==> config.mk <==
export PLATFORM = sky130hd
export DESIGN_NAME = slp_hub_flat
export DESIGN_NICKNAME = d
export VERILOG_FILES = /design/src/logic/slp_pkg.sv /design/src/logic/slp_if.sv /design/src/logic/slp_hub.sv /design/src/flat_wrapper.sv
export SDC_FILE = /design/constraint.sdc
export NUM_CORES = 1
export LEC_CHECK = 0
export BUFFER_PORTS_ARGS = -buffer_cell sky130_fd_sc_hd__buf_2
export CAP_MARGIN = 20
export CORE_MARGIN = 3
export CORE_UTILIZATION = 25
export DETAILED_ROUTE_END_ITERATION = 8
export MAX_ROUTING_LAYER = met4
export PLACE_DENSITY = 0.4
export SYNTH_ARGS = -nofsm -noshare
export SYNTH_HDL_FRONTEND = slang
export SYNTH_SLANG_ARGS = --single-unit
==> constraint.sdc <==
create_clock -name clk -period 1.7 [get_ports clk]
set_clock_uncertainty 0.15 [all_clocks]
set_input_delay 0.255 -clock clk [delete_from_list [all_inputs] [get_ports clk]]
set_output_delay 0.255 -clock clk [all_outputs]
set_load 0.05 [all_outputs]
==> src/logic/slp_pkg.sv <==
// package: shared lock pool constants and command codes
`default_nettype none
package slp_pkg;
   localparam int unsigned NUM_LOCKS = 8;
   localparam int unsigned ID_W      = 3;
   localparam int unsigned RES_W     = 4;
   localparam logic [7:0]  LOCK_RESET  = 8'h00;
   localparam logic [7:0]  INUSE_RESET = 8'h00;
   // check-out result of all ones means no lock free (-1)
   localparam logic [3:0]  RES_NONE    = 4'hf;
   typedef enum logic [1:0] {
      SLP_OP_CHECKOUT,
      SLP_OP_RELEASE,
      SLP_OP_SET,
      SLP_OP_CLEAR
   } slp_op_e;
endpackage : slp_pkg
`default_nettype wire

==> src/logic/slp_if.sv <==
// interface: request and answer wires between core side and lock hub
`default_nettype none
interface slp_if;
   logic                     req_valid;
   logic                     req_ready;
   slp_pkg::slp_op_e         req_op;
   logic [slp_pkg::ID_W-1:0] shared_lock_id;
   logic                     rsp_valid;
   logic [slp_pkg::RES_W-1:0] rsp_data;
   modport hub  (input req_valid, req_op, shared_lock_id,
                 output req_ready, rsp_valid, rsp_data);
   modport core (output req_valid, req_op, shared_lock_id,
                 input req_ready, rsp_valid, rsp_data);
endinterface : slp_if
`default_nettype wire

==> src/logic/slp_hub.sv <==
// module: lock hub, eight lock bits plus in-use inventory
`default_nettype none
module slp_hub (
   input  wire logic clk,    // system clock
   input  wire logic rstn,   // async reset, active low
   slp_if.hub        bus     // request port from core side
);
   import slp_pkg::*;

   // ==========================================================
   // notes for users of the hub
   // ==========================================================
   // link timing: a request is taken on any rising clock edge that sees
   //    req_valid high; req_ready never drops, so there is no
   //    back-pressure and no queue inside the hub
   // the answer is registered: rsp_valid pulses for one cycle on
   //    the cycle after the taking edge, rsp_data holds until the
   //    next answer replaces it
   // back-to-back requests are legal every cycle; each one sees
   //    the state left by the one before, which is what makes the
   //    read-modify-write of a lock bit atomic
   // several cores: whatever merges them in front of this port
   //    must pass one request per cycle; the hub has no notion of
   //    which core asked, so answers go back in request order
   // check-out hands out the lowest-numbered free lock; a full
   //    pool answers all ones, read as -1 by a signed 4-bit view
   // release touches only the inventory, never the lock bit, so
   //    a core still holding the flag keeps its view intact
   // set and clear ignore the inventory entirely; keeping to
   //    checked-out locks is the cores' business, not ours
   // limitation: a lock is not tied to any memory range, so a
   //    misbehaving core is never stopped, only uncooperative
   // trade-off: one request per cycle keeps the hub tiny and
   //    atomic by construction, at the price of an outside
   //    arbiter when many cores share the port
   // reset: asynchronous assert, inventory and bits start empty,
   //    so the first request may follow the first edge after it

   // ==========================================================
   // state
   // ==========================================================
   logic [NUM_LOCKS-1:0] lock_bits;
   logic [NUM_LOCKS-1:0] in_use;
   logic [NUM_LOCKS-1:0] next_lock_bits;
   logic [NUM_LOCKS-1:0] next_in_use;
   logic                 rsp_valid;
   logic [RES_W-1:0]     rsp_data;
   logic                 next_rsp_valid;
   logic [RES_W-1:0]     next_rsp_data;
   logic                 take_co;         // check-out taken
   logic                 take_rel;        // release taken
   logic                 take_set;        // test-and-set taken
   logic                 take_clr;        // test-and-clear taken
   logic [NUM_LOCKS-1:0] sel;             // one-hot addressed lock
   logic [RES_W-1:0]     fr;              // lowest free lock or none

   // lowest free lock, msb set when no lock is free
   function automatic logic [RES_W-1:0] first_free(
      input logic [NUM_LOCKS-1:0] used);
      logic [RES_W-1:0] r;
      r = RES_NONE;
      for (int i = NUM_LOCKS - 1; i >= 0; i--) begin
         if (!used[i]) begin
            r = {1'b0, i[ID_W-1:0]};
         end
      end
      return r;
   endfunction

   // one-hot mask for a lock id; shared by every bit update
   function automatic logic [NUM_LOCKS-1:0] id_mask(
      input logic [ID_W-1:0] lid);
      logic [NUM_LOCKS-1:0] m;
      m      = '0;
      m[lid] = 1'b1;
      return m;
   endfunction

   // previous state of one lock bit, widened to the answer field
   function automatic logic [RES_W-1:0] old_bit(
      input logic [NUM_LOCKS-1:0] bits,
      input logic [ID_W-1:0]      lid);
      return {{(RES_W-1){1'b0}}, bits[lid]};
   endfunction

   // one request per cycle serialises all cores
   assign bus.req_ready = 1'b1;
   assign bus.rsp_valid = rsp_valid;
   assign bus.rsp_data  = rsp_data;

   // ==========================================================
   // request decode
   // ==========================================================
   // a request counts only on an edge where it is valid
   assign take_co  = bus.req_valid && (bus.req_op == SLP_OP_CHECKOUT);
   assign take_rel = bus.req_valid && (bus.req_op == SLP_OP_RELEASE);
   assign take_set = bus.req_valid && (bus.req_op == SLP_OP_SET);
   assign take_clr = bus.req_valid && (bus.req_op == SLP_OP_CLEAR);
   // id picks one of eight locks
   assign sel      = id_mask(bus.shared_lock_id);
   assign fr       = first_free(in_use);

   // ==========================================================
   // inventory of checked-out locks
   // ==========================================================
   // no owner is stored, so any core's release frees it
   always_comb begin
      next_in_use = in_use;
      if (take_co && !fr[RES_W-1]) begin
         next_in_use = in_use | id_mask(fr[ID_W-1:0]);
      end else if (take_rel) begin
         next_in_use = in_use & ~sel;
      end
   end

   // inventory register; all free after reset
   always_ff @(posedge clk or negedge rstn) begin
      if (!rstn) begin
         in_use <= INUSE_RESET;
      end else begin
         in_use <= next_in_use;
      end
   end

   // ==========================================================
   // lock bits
   // ==========================================================
   // set/clear regardless of inventory release leaves
   // the bit alone bits gate no access anywhere
   always_comb begin
      next_lock_bits = lock_bits;
      if (take_set) begin
         next_lock_bits = lock_bits | sel;
      end else if (take_clr) begin
         next_lock_bits = lock_bits & ~sel;
      end
   end

   // lock bit register; all false after reset
   always_ff @(posedge clk or negedge rstn) begin
      if (!rstn) begin
         lock_bits <= LOCK_RESET;
      end else begin
         lock_bits <= next_lock_bits;
      end
   end

   // ==========================================================
   // answer
   // ==========================================================
   // old bit is read before this edge's update, so the answer
   // is the value the bit held when the request was taken
   always_comb begin
      next_rsp_valid = bus.req_valid;
      next_rsp_data  = rsp_data;
      if (bus.req_valid) begin
         case (bus.req_op)
            SLP_OP_CHECKOUT: begin
               next_rsp_data = fr;
            end
            SLP_OP_RELEASE: begin
               next_rsp_data = '0;
            end
            SLP_OP_SET: begin
               // old state of the addressed bit
               next_rsp_data = old_bit(lock_bits, bus.shared_lock_id);
            end
            SLP_OP_CLEAR: begin
               // old state of the addressed bit
               next_rsp_data = old_bit(lock_bits, bus.shared_lock_id);
            end
            default: begin
               next_rsp_data = '0;
            end
         endcase
      end
   end

   // answer registers; quiet after reset
   always_ff @(posedge clk or negedge rstn) begin
      if (!rstn) begin
         rsp_valid <= 1'b0;
         rsp_data  <= '0;
      end else begin
         rsp_valid <= next_rsp_valid;
         rsp_data  <= next_rsp_data;
      end
   end
endmodule : slp_hub
`default_nettype wire

==> src/flat_wrapper.sv <==
// flat-port wrapper written by rule: the top's interface ports become plain ports
module slp_hub_flat import slp_pkg::*;
  (clk, rstn, bus_req_valid, bus_req_op, bus_shared_lock_id, bus_req_ready, bus_rsp_valid, bus_rsp_data);
  slp_if bus_i ();
  input  wire logic clk;
  input  wire logic rstn;
  input wire logic [$bits(bus_i.req_valid)-1:0] bus_req_valid;
  input wire logic [$bits(bus_i.req_op)-1:0] bus_req_op;
  input wire logic [$bits(bus_i.shared_lock_id)-1:0] bus_shared_lock_id;
  output wire logic [$bits(bus_i.req_ready)-1:0] bus_req_ready;
  output wire logic [$bits(bus_i.rsp_valid)-1:0] bus_rsp_valid;
  output wire logic [$bits(bus_i.rsp_data)-1:0] bus_rsp_data;
  assign bus_i.req_valid = bus_req_valid;
  assign bus_i.req_op = bus_req_op;
  assign bus_i.shared_lock_id = bus_shared_lock_id;
  assign bus_req_ready = bus_i.req_ready;
  assign bus_rsp_valid = bus_i.rsp_valid;
  assign bus_rsp_data = bus_i.rsp_data;
  slp_hub u_core (.clk(clk), .rstn(rstn), .bus(bus_i));
endmodule
Word level (Yosys, flattened, before mapping)
Cells that the tools add are included.
{"block": "classes", "n_eq_ne": 3, "n_reduce_logical": 12, "n_lt_le_gt_ge": 4, "bitwise": 5, "n_mux": 19}
{"cell": "$mux 4", "count": 8}
{"cell": "$mux 8", "count": 4}
{"cell": "$and 8x8->8", "count": 2}
{"cell": "$or 8x8->8", "count": 2}
{"cell": "$pmux 4 s3", "count": 1}
{"cell": "$lt 3x4->1 const B", "count": 2}
{"cell": "$not 8->8", "count": 1}
{"cell": "$logic_and 1x1->1", "count": 7}
{"cell": "$demux 1 s3", "count": 2}
{"cell": "$ge 3x1->1 const B", "count": 2}
{"cell": "$eq 2x2->1 const B", "count": 2}
{"cell": "$reduce_bool 2->1", "count": 2}
{"cell": "$bmux 1 s3", "count": 1}
{"cell": "$mux 1", "count": 3}
{"cell": "$eq 2x1->1 const B", "count": 1}
{"cell": "$logic_not 2->1", "count": 1}
{"cell": "$reduce_or 2->1", "count": 1}
{"cell": "$logic_not 1->1", "count": 1}
{"block": "totals", "in_bits": 8, "reg_bits": 21, "word_cells": 47, "out_inout_bits": 6}

Depth between registers and ports, before layout
{"block": "depth", "word_depth": 14, "depth_mapped": 6, "depth_no_buf": 4}

Worst setup path after synthesis
OpenSTA, ideal clock, no wires.
{"block": "synth_timing", "path_type": "input port to flip-flop", "startpoint": "in bus_shared_lock_id[1]", "endpoint": "reg u_core.in_use[1]", "t_arrival_ns": 1.188, "required_ns": 1.421, "slack_ns": 0.234, "path_stages": 4, "path_buffers": 1, "setup_time_ns": 0.129, "cell_sequence": "clkbuf_1 > or4b_1 > o21ai_0 > o21ai_0"}
{"block": "synth_between", "elab_chain_len": 8, "elab_cells_between_ends": 9, "cone_classes": "order compare (2); mux (4); bitwise (2); reduce/logical (1)"}
{"item": "start: declaration", "line_no": "flat_wrapper.sv:9", "source": "input wire logic [$bits(bus_i.shared_lock_id)-1:0] bus_shared_lock_id;"}
{"item": "$lt 3x4->1 (implied by the code) or $ge 3x1->1 (tied branches)", "line_no": "slp_hub.sv:75", "source": "m[lid] = 1'b1;"}
{"item": "$logic_and 1x1->1 (implied by the code)", "line_no": "slp_hub.sv:75"}
{"item": "$mux 1 (implied by the code)", "line_no": "slp_hub.sv:75"}
{"item": "$demux 1 s3 *"}
{"item": "$not 8->8 *", "line_no": "slp_hub.sv:112", "source": "next_in_use = in_use & ~sel;"}
{"item": "$and 8x8->8 *", "line_no": "slp_hub.sv:112"}
{"item": "$mux 8 *", "line_no": "slp_hub.sv:111", "source": "end else if (take_rel) begin"}
{"item": "$mux 8 *", "line_no": "slp_hub.sv:109", "source": "if (take_co && !fr[RES_W-1]) begin"}
{"item": "end signal: assignment", "line_no": "slp_hub.sv:121", "source": "in_use <= next_in_use;"}
{"item": "end: declaration", "line_no": "slp_hub.sv:43", "source": "logic [NUM_LOCKS-1:0] in_use;"}
Every way passes the cells marked *; elsewhere a longest branch is shown, timed or not. The select of a mux whose other input is x is not followed.
A chain may end at the register's enable or synchronous reset.

==> qor.yml <==
route:
  drc: 0
  drtAntennaViolNets: 0
  vias: 866
  firstDrtPassIters: 4
  wirelength_um: 2530
  avgViaCountPerCell: 5.01
  wl_per_cell_um: 14.6
  drt-initial-drc-count: 22
cts:
  post-cts-setup-buffers: 0
  cts_max_level: 1
  clk_pin_slew_ps: 90
  cts_tree: "built"
  clock_path_buffers: 2
  root_buffer: "clkbuf_8"
  worstSkewPairLatency_ps: 260
  cts_buffers: 3
  clock-sinks: 21
setup_path:
  r2r_slack_ps: 220
  worstReg2RegEnd: "u_core.bus.rsp_data[0]"
  cp_cell_sequence: "and3b_1 > a311oi_1 > o22ai_1 > a31o_2"
  worstSetupEndpointType: "flop"
  crit_arrival_ps: 1490
  worst-path-buf-inv: 0
  cpLargestDelayFamily: "compound AO/OA/AOI/OAI gates"
  critPathRequiredTime_ps: 1710
  critical_path.max_stage_delay_ps: 390
  cp_slowest_cell: "dfrtp_1"
  rr_worst_depth: 4
  path_class: "reg2reg"
  path_max_fanout: 2
  critPathLaunchType: "flop"
synth:
  yosys_register_bits: 21
  synth_edf_count: 0
  ys_seq_area_share_pct: 49.5
  avgSynthCellArea_sq_um: 9.92
  synth_ff_type: "dfrtp_1"
  synth_area_leader_cell: "dfrtp_1"
  ys.warnings.count: 0
  async_flop_share_pct: 100
  synthTopCellsByArea: "dfrtp_1, o21ai_0, o31ai_1"
  synth_top_area_share_pct: 49.5
  netlist_area_sq_mm: 0.00106
  synthesis.nets: 115
  synth_cells: 107
  ys_types: 36
place:
  gp_congestion: 0.785
  io_buffers: 12
  hpwlAfterDp_um: 1850
die:
  pin_count: 14
  start_util_pct: 26.1
  fp.dieW_um: 71.1
  die_y_um: 71.1
  coreArea_sq_mm: 0.00406
  fp.dieArea_sq_mm: 0.00506
  rows: 23
final_layout:
  layout-drive-gt1-share_pct: 21.1
  fillers: 437
  num-nets-final: 132
  syn2layout_area_growth_pct: 17.7
  antenna_cells: 0
timing:
  timing.fmax_ghz: 0.676
  rsz0062_at_grt: "false"
  fin_hold_ws_ps: 142
  timing.setup.tns_ps: 0
  post-route-min-period_ps: 1480
  hold_viol: 0
  setup_violations: 0
  drv_slew: 0
  fin_crit_sh_pct: 87.0
pwr:
  finalPower_mw: 1.42
  peakVddDrop_v: 0.000389
  power.leakage_nw: 0.563
  pwr_density_cell_mw_per_mm2: 1140
global_routing:
  grt_pass1_wl_um: 4400
  track_usage_pct: 11.3
  grt_start_max_net_pins: 22
  grt-ovfl-total: 0
  grt_pass1_vias: 870
  antenna_found_initial: 0
min_path:
  holdPathStages: 2
  hp-class: "in2reg"
  hold_path_end: "u_core.bus.rsp_valid"
  hold_start: "bus_req_valid"
job:
  drv_cap: 0
status:
  outcome: "complete, no violations"
==> cell usage after synthesis (2+ instances only) <==
cell	instances
clkbuf_1	3
o31ai_1	8
nand2b_1	2
o211a_1	2
nand2_1	7
o22a_1	2
nand3_1	3
a311oi_1	2
o21ai_0	18
nand4_1	3
buf_2	2
nor2_1	2
buf_4	2
inv_1	6
nand3b_1	2
dfrtp_1	21
a21oi_1	3
==> metal layers <==
| metal | track usage (%) | vias to the layer above | part of all wire (%) |
|---|---|---|---|
| met3 | 1.70 | 2 | 1.9 |
| met5 | - | - | 0 |
| li1 | - | 436 | - |
| met2 | 15.2 | 12 | 41 |
| met1 | 17.1 | 416 | 56 |
| met4 | 3.76 | 0 | 1.1 |
==> area by class of cell <==
| type | instances | area [sq um] | area share, % |
|---|---|---|---|
| tap | 50 | 62.6 | 5.01 |
| sequential | 21 | 526 | 42.1 |
| timing repair buffer | 19 | 115 | 9.22 |
| clock buffer | 3 | 41.3 | 3.31 |
| clock inverter | 1 | 5.00 | 0.401 |
| inverter | 6 | 22.5 | 1.80 |
| multi-input combinational | 73 | 477 | 38.2 |
==> placed cells by master, fill, tap and decap left out, drive strengths merged, types with 3 or more instances in the layout <==
| cell | count |
|---|---|
| dfrtp | 21 |
| o21ai | 18 |
| buf | 18 |
| o31ai | 8 |
| nand2 | 7 |
| inv | 6 |
| nand3 | 3 |
| a21oi | 3 |
| nand4 | 3 |
| clkbuf | 3 |
==> per-stage QoR <==
stage	cells	util, %	instance area (sq um)	setup WS (ps)
floorplan	107	-	1060	234
finish	173	30.8	1250	222
global placement	168	29.4	1190	151
global route	173	30.8	1250	156
detailed placement	168	29.4	1190	115
CTS	173	30.8	1250	204
==> kinds of logic after synthesis <==
kind of cell           synth area share (%)
AOI/OAI and AO/OA                      26.9
buffers and inverters                  5.54
DFF                                    49.5
other                                 0.353
and+or+nand+nor                        17.7
==> power by group <==
| group | leakage [nW] | switching (mW) | internal (mW) |
|---|---|---|---|
| Clock | 0.0255 | 0.176 | 0.163 |
| Combinational | 0.275 | 0.238 | 0.152 |
| Sequential | 0.263 | 0.0922 | 0.602 |
==> worst max-delay path by stage <==
stage | start | end | slack, ps | cells past startpoint
after floorplan | bus_shared_lock_id[1] | u_core.in_use[1] | 230 | 4
after global placement | bus_req_op[1] | u_core.in_use[7] | 150 | 5
after detailed placement | bus_req_op[1] | u_core.in_use[7] | 120 | 5
after CTS | flop | u_core.bus.rsp_data[0] | 200 | 4
after global routing | flop | u_core.bus.rsp_data[0] | 160 | 4
final | flop | u_core.bus.rsp_data[0] | 220 | 4
==> what timing repair did <==
action / CTS / global route
endpoints found under the hold margin: 21 / 0
hold buffers: 1 / 0
resized for setup: 0 / 0
Note: power is estimated with default switching activity, not from simulation.
